File: src/bmp_pkg.sv
// Summary of operation
// - Data path is eight bits, two-way, tri-state; master strobes set direction.
// - Permanent master floats data drivers while a temporary master requests the bus.
// - Permanent master floats address drivers while a temporary master requests the bus.
// - Master drives sixteen address lines decoded for memory or I/O space.
// - With expansion, D0 to D3 carry A16 to A19 multiplexed with data.
// - Meaningful address width depends on processor; refresh uses only lower lines.
// - Master drives write strobe low while valid write data is on the bus.
// - A control card may raise memory expansion select to overlay primary memory.
// - Master releases lines at end of cycle and asserts bus acknowledge on the same clock edge.
// - While wait request is low in the strobe phase, master holds the cycle and address valid; setup and hold phases ignore it.
package bmp_pkg;
    localparam int DW = 8;
    localparam int AW = 16;
    localparam int XW = 4;
    localparam int FIFO_DEPTH = 4;
    // Phase lengths in clock cycles at 200 MHz, rounded up to whole cycles.
    // Integer arithmetic keeps the counts usable by tools without real support.
    localparam int CLK_NS = 5;
    localparam int ADDR_SETUP_NS = 20;
    localparam int STROBE_NS = 40;
    localparam int HOLD_NS = 10;
    localparam logic [3:0] SETUP_CYC  = 4'((ADDR_SETUP_NS + CLK_NS - 1) / CLK_NS);
    localparam logic [3:0] STROBE_CYC = 4'((STROBE_NS + CLK_NS - 1) / CLK_NS);
    localparam logic [3:0] HOLD_CYC   = 4'((HOLD_NS + CLK_NS - 1) / CLK_NS);
    localparam logic [3:0] CNT_ONE    = 4'h1;
    localparam logic [3:0] CNT_ZERO   = 4'h0;

    typedef enum logic [1:0] {
        BMP_MEM_RD,
        BMP_MEM_WR,
        BMP_IO_RD,
        BMP_IO_WR
    } bmp_op_t;

    typedef struct packed {
        bmp_op_t           op;
        logic              expand;
        logic              ext_en;
        logic [XW-1:0]     ext_addr;
        logic [AW-1:0]     addr;
        logic [DW-1:0]     wdata;
    } bmp_req_t;

    typedef struct packed {
        logic              nwr;
        logic              nrd;
        logic              niorq;
        logic              nmemrq;
        logic              ioexp;
        logic              memex;
    } bmp_ctl_t;
endpackage

File: src/bmp_fifo.sv
`timescale 1ns/10ps
module bmp_fifo #(
    parameter int WIDTH = 8,
    parameter int DEPTH = 4
) (
    input  wire logic             clk,
    input  wire logic             rst,
    input  wire logic             in_valid,
    output logic                  in_ready,
    input  wire logic [WIDTH-1:0] in_data,
    output logic                  out_valid,
    input  wire logic             out_ready,
    output logic      [WIDTH-1:0] out_data
);
    localparam int PW = $clog2(DEPTH);
    logic [WIDTH-1:0] mem_r [DEPTH];
    logic [PW-1:0]    wp_r;
    logic [PW-1:0]    rp_r;
    logic [PW:0]      cnt_r;
    logic             push;
    logic             pop;

    assign in_ready  = (cnt_r != (PW+1)'(DEPTH));
    assign out_valid = (cnt_r != '0);
    assign push      = in_valid && in_ready;
    assign pop       = out_valid && out_ready;
    assign out_data  = mem_r[rp_r];

    always_ff @(posedge clk) begin
        if (push) begin
            mem_r[wp_r] <= in_data;
        end
    end

    always_ff @(posedge clk) begin
        if (rst) begin
            wp_r  <= '0;
            rp_r  <= '0;
            cnt_r <= '0;
        end else begin
            if (push) begin
                wp_r <= (wp_r == PW'(DEPTH-1)) ? '0 : wp_r + 1'b1;
            end
            if (pop) begin
                rp_r <= (rp_r == PW'(DEPTH-1)) ? '0 : rp_r + 1'b1;
            end
            cnt_r <= cnt_r + (PW+1)'(push) - (PW+1)'(pop);
        end
    end
endmodule

File: src/bmp_master.sv
`timescale 1ns/10ps
module bmp_master (
    // Clock and reset.
    input  wire logic                    SYS_CLK,
    input  wire logic                    SYS_RST,
    // Request side.
    input  wire logic                    REQ_VALID,
    output logic                         REQ_READY,
    input  wire bmp_pkg::bmp_req_t       REQ,
    // Read data side.
    output logic                         RSP_VALID,
    input  wire logic                    RSP_READY,
    output logic [bmp_pkg::DW-1:0]       RSP_DATA,
    // Backplane data and address.
    input  wire logic [bmp_pkg::DW-1:0]  BUS_D_I,
    output logic      [bmp_pkg::DW-1:0]  BUS_D_O,
    output logic                         BUS_D_OE,
    output logic      [bmp_pkg::AW-1:0]  BUS_A_O,
    output logic                         BUS_A_OE,
    // Backplane control.
    output bmp_pkg::bmp_ctl_t            BUS_CTL_O,
    output logic                         BUS_CTL_OE,
    input  wire logic                    BUS_WAIT_N,
    input  wire logic                    BUS_REQ_N,
    output logic                         BUS_ACK_N,
    input  wire logic                    BUS_PWRDN_N,
    output logic                         PWR_FAIL
);
    typedef enum logic [2:0] {
        ST_IDLE, ST_XADDR, ST_SETUP, ST_STROBE, ST_HOLD, ST_PARK
    } bmp_st_t;

    bmp_st_t              st_r;
    bmp_pkg::bmp_req_t    cur_r;
    logic [3:0]           cnt_r;
    logic [1:0]           wait_s;
    logic [1:0]           breq_s;
    logic [1:0]           pd_s;
    logic [bmp_pkg::DW-1:0] rdata_r;
    logic                 rd_push;
    logic                 fifo_in_ready;
    logic                 is_rd;
    logic                 is_io;

    // Pin synchronisers.
    always_ff @(posedge SYS_CLK) begin
        if (SYS_RST) begin
            wait_s <= 2'h3;
            breq_s <= 2'h3;
            pd_s   <= 2'h3;
        end else begin
            wait_s <= {wait_s[0], BUS_WAIT_N};
            breq_s <= {breq_s[0], BUS_REQ_N};
            pd_s   <= {pd_s[0], BUS_PWRDN_N};
        end
    end

    always_ff @(posedge SYS_CLK) begin
        if (SYS_RST) begin
            PWR_FAIL <= 1'b0;
        end else begin
            PWR_FAIL <= ~pd_s[1];
        end
    end

    assign is_rd = (cur_r.op == bmp_pkg::BMP_MEM_RD) || (cur_r.op == bmp_pkg::BMP_IO_RD);
    assign is_io = (cur_r.op == bmp_pkg::BMP_IO_RD) || (cur_r.op == bmp_pkg::BMP_IO_WR);

    // A new request is only taken while the bus is ours and the read FIFO has room,
    // so a stalled reader holds off further bus cycles.
    assign REQ_READY = (st_r == ST_IDLE) && breq_s[1] && fifo_in_ready;

    always_ff @(posedge SYS_CLK) begin
        if (SYS_RST) begin
            st_r  <= ST_IDLE;
            cur_r <= '0;
            cnt_r <= bmp_bmp_zero();
        end else begin
            case (st_r)
                ST_IDLE: begin
                    if (!breq_s[1]) begin
                        st_r <= ST_PARK;
                    end else if (REQ_VALID && REQ_READY) begin
                        cur_r <= REQ;
                        cnt_r <= bmp_pkg::SETUP_CYC;
                        st_r  <= REQ.ext_en ? ST_XADDR : ST_SETUP;
                    end
                end
                ST_XADDR: begin
                    if (cnt_r == bmp_pkg::CNT_ONE) begin
                        cnt_r <= bmp_pkg::SETUP_CYC;
                        st_r  <= ST_SETUP;
                    end else begin
                        cnt_r <= cnt_r - 4'h1;
                    end
                end
                ST_SETUP: begin
                    if (cnt_r == bmp_pkg::CNT_ONE) begin
                        cnt_r <= bmp_pkg::STROBE_CYC;
                        st_r  <= ST_STROBE;
                    end else begin
                        cnt_r <= cnt_r - 4'h1;
                    end
                end
                ST_STROBE: begin
                    if (!wait_s[1]) begin
                        cnt_r <= cnt_r;
                    end else if (cnt_r == bmp_pkg::CNT_ONE) begin
                        cnt_r <= bmp_pkg::HOLD_CYC;
                        st_r  <= ST_HOLD;
                    end else begin
                        cnt_r <= cnt_r - 4'h1;
                    end
                end
                ST_HOLD: begin
                    if (cnt_r == bmp_pkg::CNT_ONE) begin
                        st_r <= ST_IDLE;
                    end else begin
                        cnt_r <= cnt_r - 4'h1;
                    end
                end
                ST_PARK: begin
                    if (breq_s[1]) begin
                        st_r <= ST_IDLE;
                    end
                end
                default: st_r <= ST_IDLE;
            endcase
        end
    end

    function automatic logic [3:0] bmp_bmp_zero();
        return bmp_pkg::CNT_ZERO;
    endfunction

    // Read data is captured at the last strobe cycle, while the strobe is still low.
    assign rd_push = (st_r == ST_STROBE) && wait_s[1] && (cnt_r == bmp_pkg::CNT_ONE) && is_rd;

    always_ff @(posedge SYS_CLK) begin
        if (SYS_RST) begin
            rdata_r <= '0;
        end else if (rd_push) begin
            rdata_r <= BUS_D_I;
        end
    end

    // Pin drive, registered so the backplane sees clean edges.
    always_ff @(posedge SYS_CLK) begin
        if (SYS_RST) begin
            BUS_A_O    <= '0;
            BUS_A_OE   <= 1'b0;
            BUS_CTL_OE <= 1'b0;
            BUS_ACK_N  <= 1'b1;
            BUS_D_O    <= '0;
            BUS_D_OE   <= 1'b0;
            BUS_CTL_O  <= '1;
        end else begin
            BUS_ACK_N  <= ~(st_r == ST_PARK);
            BUS_A_OE   <= (st_r != ST_PARK);
            BUS_CTL_OE <= (st_r != ST_PARK);
            BUS_A_O    <= cur_r.addr;
            BUS_CTL_O.ioexp <= cur_r.expand && is_io;
            BUS_CTL_O.memex <= cur_r.expand && !is_io;
            BUS_CTL_O.niorq  <= ~(is_io && (st_r == ST_SETUP || st_r == ST_STROBE
                                            || st_r == ST_HOLD));
            BUS_CTL_O.nmemrq <= ~(!is_io && (st_r == ST_SETUP || st_r == ST_STROBE
                                             || st_r == ST_HOLD));
            BUS_CTL_O.nrd <= ~(is_rd && st_r == ST_STROBE);
            BUS_CTL_O.nwr <= ~(!is_rd && st_r == ST_STROBE);
            if (st_r == ST_XADDR) begin
                BUS_D_O  <= {{(bmp_pkg::DW-bmp_pkg::XW){1'b0}}, cur_r.ext_addr};
                BUS_D_OE <= 1'b1;
            end else if (!is_rd && (st_r == ST_SETUP || st_r == ST_STROBE)) begin
                BUS_D_O  <= cur_r.wdata;
                BUS_D_OE <= 1'b1;
            end else begin
                BUS_D_O  <= BUS_D_O;
                BUS_D_OE <= 1'b0;
            end
        end
    end

    logic rd_push_d;
    always_ff @(posedge SYS_CLK) begin
        if (SYS_RST) begin
            rd_push_d <= 1'b0;
        end else begin
            rd_push_d <= rd_push;
        end
    end

    bmp_fifo #(.WIDTH(bmp_pkg::DW), .DEPTH(bmp_pkg::FIFO_DEPTH)) u_rfifo (
        .clk       (SYS_CLK),
        .rst       (SYS_RST),
        .in_valid  (rd_push_d),
        .in_ready  (fifo_in_ready),
        .in_data   (rdata_r),
        .out_valid (RSP_VALID),
        .out_ready (RSP_READY),
        .out_data  (RSP_DATA)
    );
endmodule

File: config.mk
export PLATFORM = sky130hd
export DESIGN_NAME = bmp_master
export DESIGN_NICKNAME = d
export VERILOG_FILES = /design/src/bmp_pkg.sv /design/src/bmp_fifo.sv /design/src/bmp_master.sv
export SDC_FILE = /design/constraint.sdc
export NUM_CORES = 1
export LEC_CHECK = 0
export BUFFER_PORTS_ARGS = -buffer_cell sky130_fd_sc_hd__buf_2
export CAP_MARGIN = 20
export CORE_MARGIN = 3
export CORE_UTILIZATION = 25
export CTS_BUF_LIST = sky130_fd_sc_hd__clkbuf_4
export CTS_CLUSTER_DIAMETER = 80
export DETAILED_ROUTE_END_ITERATION = 12
export GPL_TIMING_DRIVEN = 0
export PLACE_DENSITY = 0.44
export SYNTH_ARGS = -nofsm -noshare
export SYNTH_HDL_FRONTEND = slang
export SYNTH_HIERARCHICAL = 1
export SYNTH_SLANG_ARGS = --single-unit
export TNS_END_PERCENT = 100
File: constraint.sdc
create_clock -name SYS_CLK -period 4.08 [get_ports SYS_CLK]
set_input_delay 0.408 -clock SYS_CLK [delete_from_list [all_inputs] [get_ports SYS_CLK]]
set_output_delay 0.408 -clock SYS_CLK [all_outputs]
set_load 0.05 [all_outputs]
==> implementation parameters <==
Parameter                              Value

Setup path
  Crit path max-delay cell type    sky130_fd_sc_hd__nor4b_1
  Cell-by-cell trace of the critical path    nor4b_1 -> and2_1 -> buf_2
  Required @ worst endpoint    3.67 ns
  Category of the worst setup path launch point    register
  Cell family with most CP delay    simple AND/OR/NAND/NOR gates
  Maximum fanout along the worst path    6
  Setup crit end kind    output port
  Worst path bufs/invs    1
  Critical path class    reg -> out
  Largest stage delay, worst path    around 0.55 ns
  Crit path DAT    ~2.0 ns

Synthesis
  Sequential element share of the synthesized area    0.595
  Unique cell type count in the Yosys netlist    53
  Count of flip-flops with a built-in enable after synthesis    32
  Async set-or-reset flop fraction in the synthesized netlist    0
  Total standard cell area after synthesis    0.00485 mm²
  Post-synth top area cell    sky130_fd_sc_hd__dfxtp_1
  Synth warnings    6
  Syn avg cell area    10.9 µm²
  Predominant post-synthesis flop cell    sky130_fd_sc_hd__dfxtp_1
  Fraction of synthesized cell area taken by the top area cell type    0.396
  Number of instances in the synthesized netlist    443
  Leading post-synthesis cells by cell area    sky130_fd_sc_hd__dfxtp_1, sky130_fd_sc_hd__edfxtp_1, sky130_fd_sc_hd__nand2_1
  Synth Net Count    500
  Flip-flop and latch count after synthesis    ~130

Final layout
  Leading cell type in the layout, fill and taps excluded    sky130_fd_sc_hd__buf_2
  Area growth from synthesis to layout    22.8%
  Fraction of final layout cells with drive strength greater than 1    0.285
  Design area    0.00595 mm²
  Most frequent cells in the layout    sky130_fd_sc_hd__buf_2, sky130_fd_sc_hd__dfxtp_1, sky130_fd_sc_hd__nand2_1
  Antenna cells    0
  Final Net Count    613

Floorplan
  I/O pin count    92
  DIE AREA    0.0211 mm²
  Core box area    0.0189 mm²
  Initial Utilization    0.257
  Die W    145 µm
  Standard-cell row count    50
  Die Span Y    145 µm

Drt
  Via density    4.21
  Routed wire length    roughly 11,000 µm
  Post-route DRC    0
  Iter 0 DRT Violations    146
  WL/cell    between 10 and 15 µm
  Drt first pass iters    5
  Total number of vias    between 3,000 and 4,000
  Routed Antenna Nets    0

Timing
  Worst-case headroom to the max-slew limit    0.584
  Worst-margin pin slew    between 0.6 and 0.7 ns
  Final worst path period need    2.41 ns
  Final worst hold slack    0.0962 ns
  Count of final setup violators    0
  Final number of hold-violating endpoints    0
  Final sum of negative setup slack    0 ns
  Final Max Slew Viols    0
  RSZ-0062 raised after global routing    no
  Timing-limited maximum frequency    415 MHz
  Layout Skew    0.0172 ns
  Final critical-path share of the clock period    0.591

Clock network
  Clock slew seen by the registers of the worst setup and hold paths    0.12 ns
  TritonCTS buffer count    17
  Hold buffer count at CTS    3
  PostCTS Resize Cnt    0
  Clk_lat worst skew    about 0.53 ns
  Root Driver    sky130_fd_sc_hd__clkbuf_4
  TritonCTS clock tree    done
  CTS H-tree lvls    4
  Maximum root-to-sink buffer count    2
  Buffer count from post-CTS setup fixing    0
  Clock sink count    approximately 130

Place
  Number of buffer cells added on primary ports    91
  Area of placed instances    0.00563 mm²
  Placer congestion estimate    ~0.77
  Hpwl dp    8050 µm

Global routing
  Initial antenna violation count    1
  Largest net degree at the start of global routing    17
  Wire length of the first global-routing pass    18,500 µm
  Global-route total usage across every layer    0.112
  Gr ovfl total    0
  Vias in the first global route    approximately 3,500

Power
  Worst ir drop on vdd    0.284 mV
  Leakage    2.46 nW
  Pwr Density    628 mW/mm²

Run
  Maxcap violations    0

Min path
  Worst min-delay path class    in -> reg

Status
  Status    completed
==> layer usage <==
metal,vias up,track usage,wire [µm]
met1,1613,0.139,5430
met5,-,0,13
met2,89,0.174,5130
met4,2,0.0370,138
li1,1768,-,-
met3,14,0.0484,740
==> metrics by stage <==
| step | worst slack [ns] | util | std cells | power [mW] |
|---|---|---|---|---|
| finish | 1.67 | 0.315 | 829 | 3.74 |
| global route | 1.40 | 0.315 | 829 | 4.00 |
| detailed placement | 1.72 | 0.298 | 794 | 2.86 |
| CTS | 1.55 | 0.315 | 829 | 3.81 |
| floorplan | 1.85 | - | 443 | 2.55 |
| global placement | 1.74 | 0.298 | 794 | 2.85 |
==> worst paths after layout <==
path | from | to | slack (ns) | cells past startpoint
max | breq_s[1] | REQ_READY | 1.67 | 3
max reg2reg | u_rfifo/cnt_r[1] | u_rfifo/cnt_r[2] | 1.69 | 10
min reg2reg | pd_s[1] | PWR_FAIL | 0.39 | 1
min | REQ[0] | cur_r[0] | 0.1 | 3
==> synthesized netlist by cell type (all sizes together), types with 7 or more instances <==
cell type  count
or2            7
nor2          20
ha             9
clkbuf        13
buf           15
nand2b         7
inv           13
dfxtp         96
mux2i         18
nor3           8
nor2b         18
edfxtp        32
nand2         71
mux4           8
a21oi         42
and3           7
==> power by group <==
part	leakage, nW	switching (mW)	internal (mW)
combinational	1.22	0.829	0.436
clock	0.173	0.464	0.450
sequential	1.06	0.104	1.46
total	2.46	1.40	2.34
==> kinds of logic after synthesis <==
group / Yosys count / synth area share
buffers and inverters: 41 / 0.0382
muxes: 26 / 0.0743
and+or+nand+nor: 166 / 0.174
DFF: 128 / 0.595
xor gates and xnor gates: 1 / 0.00181
adders and majority gates: 10 / 0.0274
AOI/OAI and AO/OA: 71 / 0.0893
==> area by class of cell <==
| class | instances | area, µm² |
|---|---|---|
| sequential | 128 | 2880 |
| inverter | 13 | 48.8 |
| timing repair buffer | 94 | 485 |
| tap | 260 | 325 |
| multi-input combinational | 274 | 1780 |
| fill | 2037 | 12900 |
| buffer | 28 | 136 |
| clock buffer | 21 | 158 |
| clock inverter | 11 | 136 |
==> flip-flops by register name, indices dropped and copies added (netlist names), 3 cells and up, named ones only <==
name	flops
u_rfifo/mem_r	32
cur_r	31
BUS_A_O	16
BUS_D_O	8
rdata_r	8
BUS_CTL_O	6
cnt_r	4
st_r	3
u_rfifo/cnt_r	3
==> worst register-to-register path, cell delays in order, from the launching register on <==
cell                      delay, ns
sky130_fd_sc_hd__dfxtp_1       0.38
sky130_fd_sc_hd__o31ai_1       0.53
sky130_fd_sc_hd__inv_1         0.10
sky130_fd_sc_hd__ha_1          0.29
sky130_fd_sc_hd__inv_1         0.06
sky130_fd_sc_hd__ha_1          0.13
sky130_fd_sc_hd__inv_1         0.05
sky130_fd_sc_hd__fa_1          0.37
sky130_fd_sc_hd__xor2_1        0.16
sky130_fd_sc_hd__and2_1        0.16
sky130_fd_sc_hd__nor3_1        0.11
No activity file was read; power rests on OpenSTA's default activity.
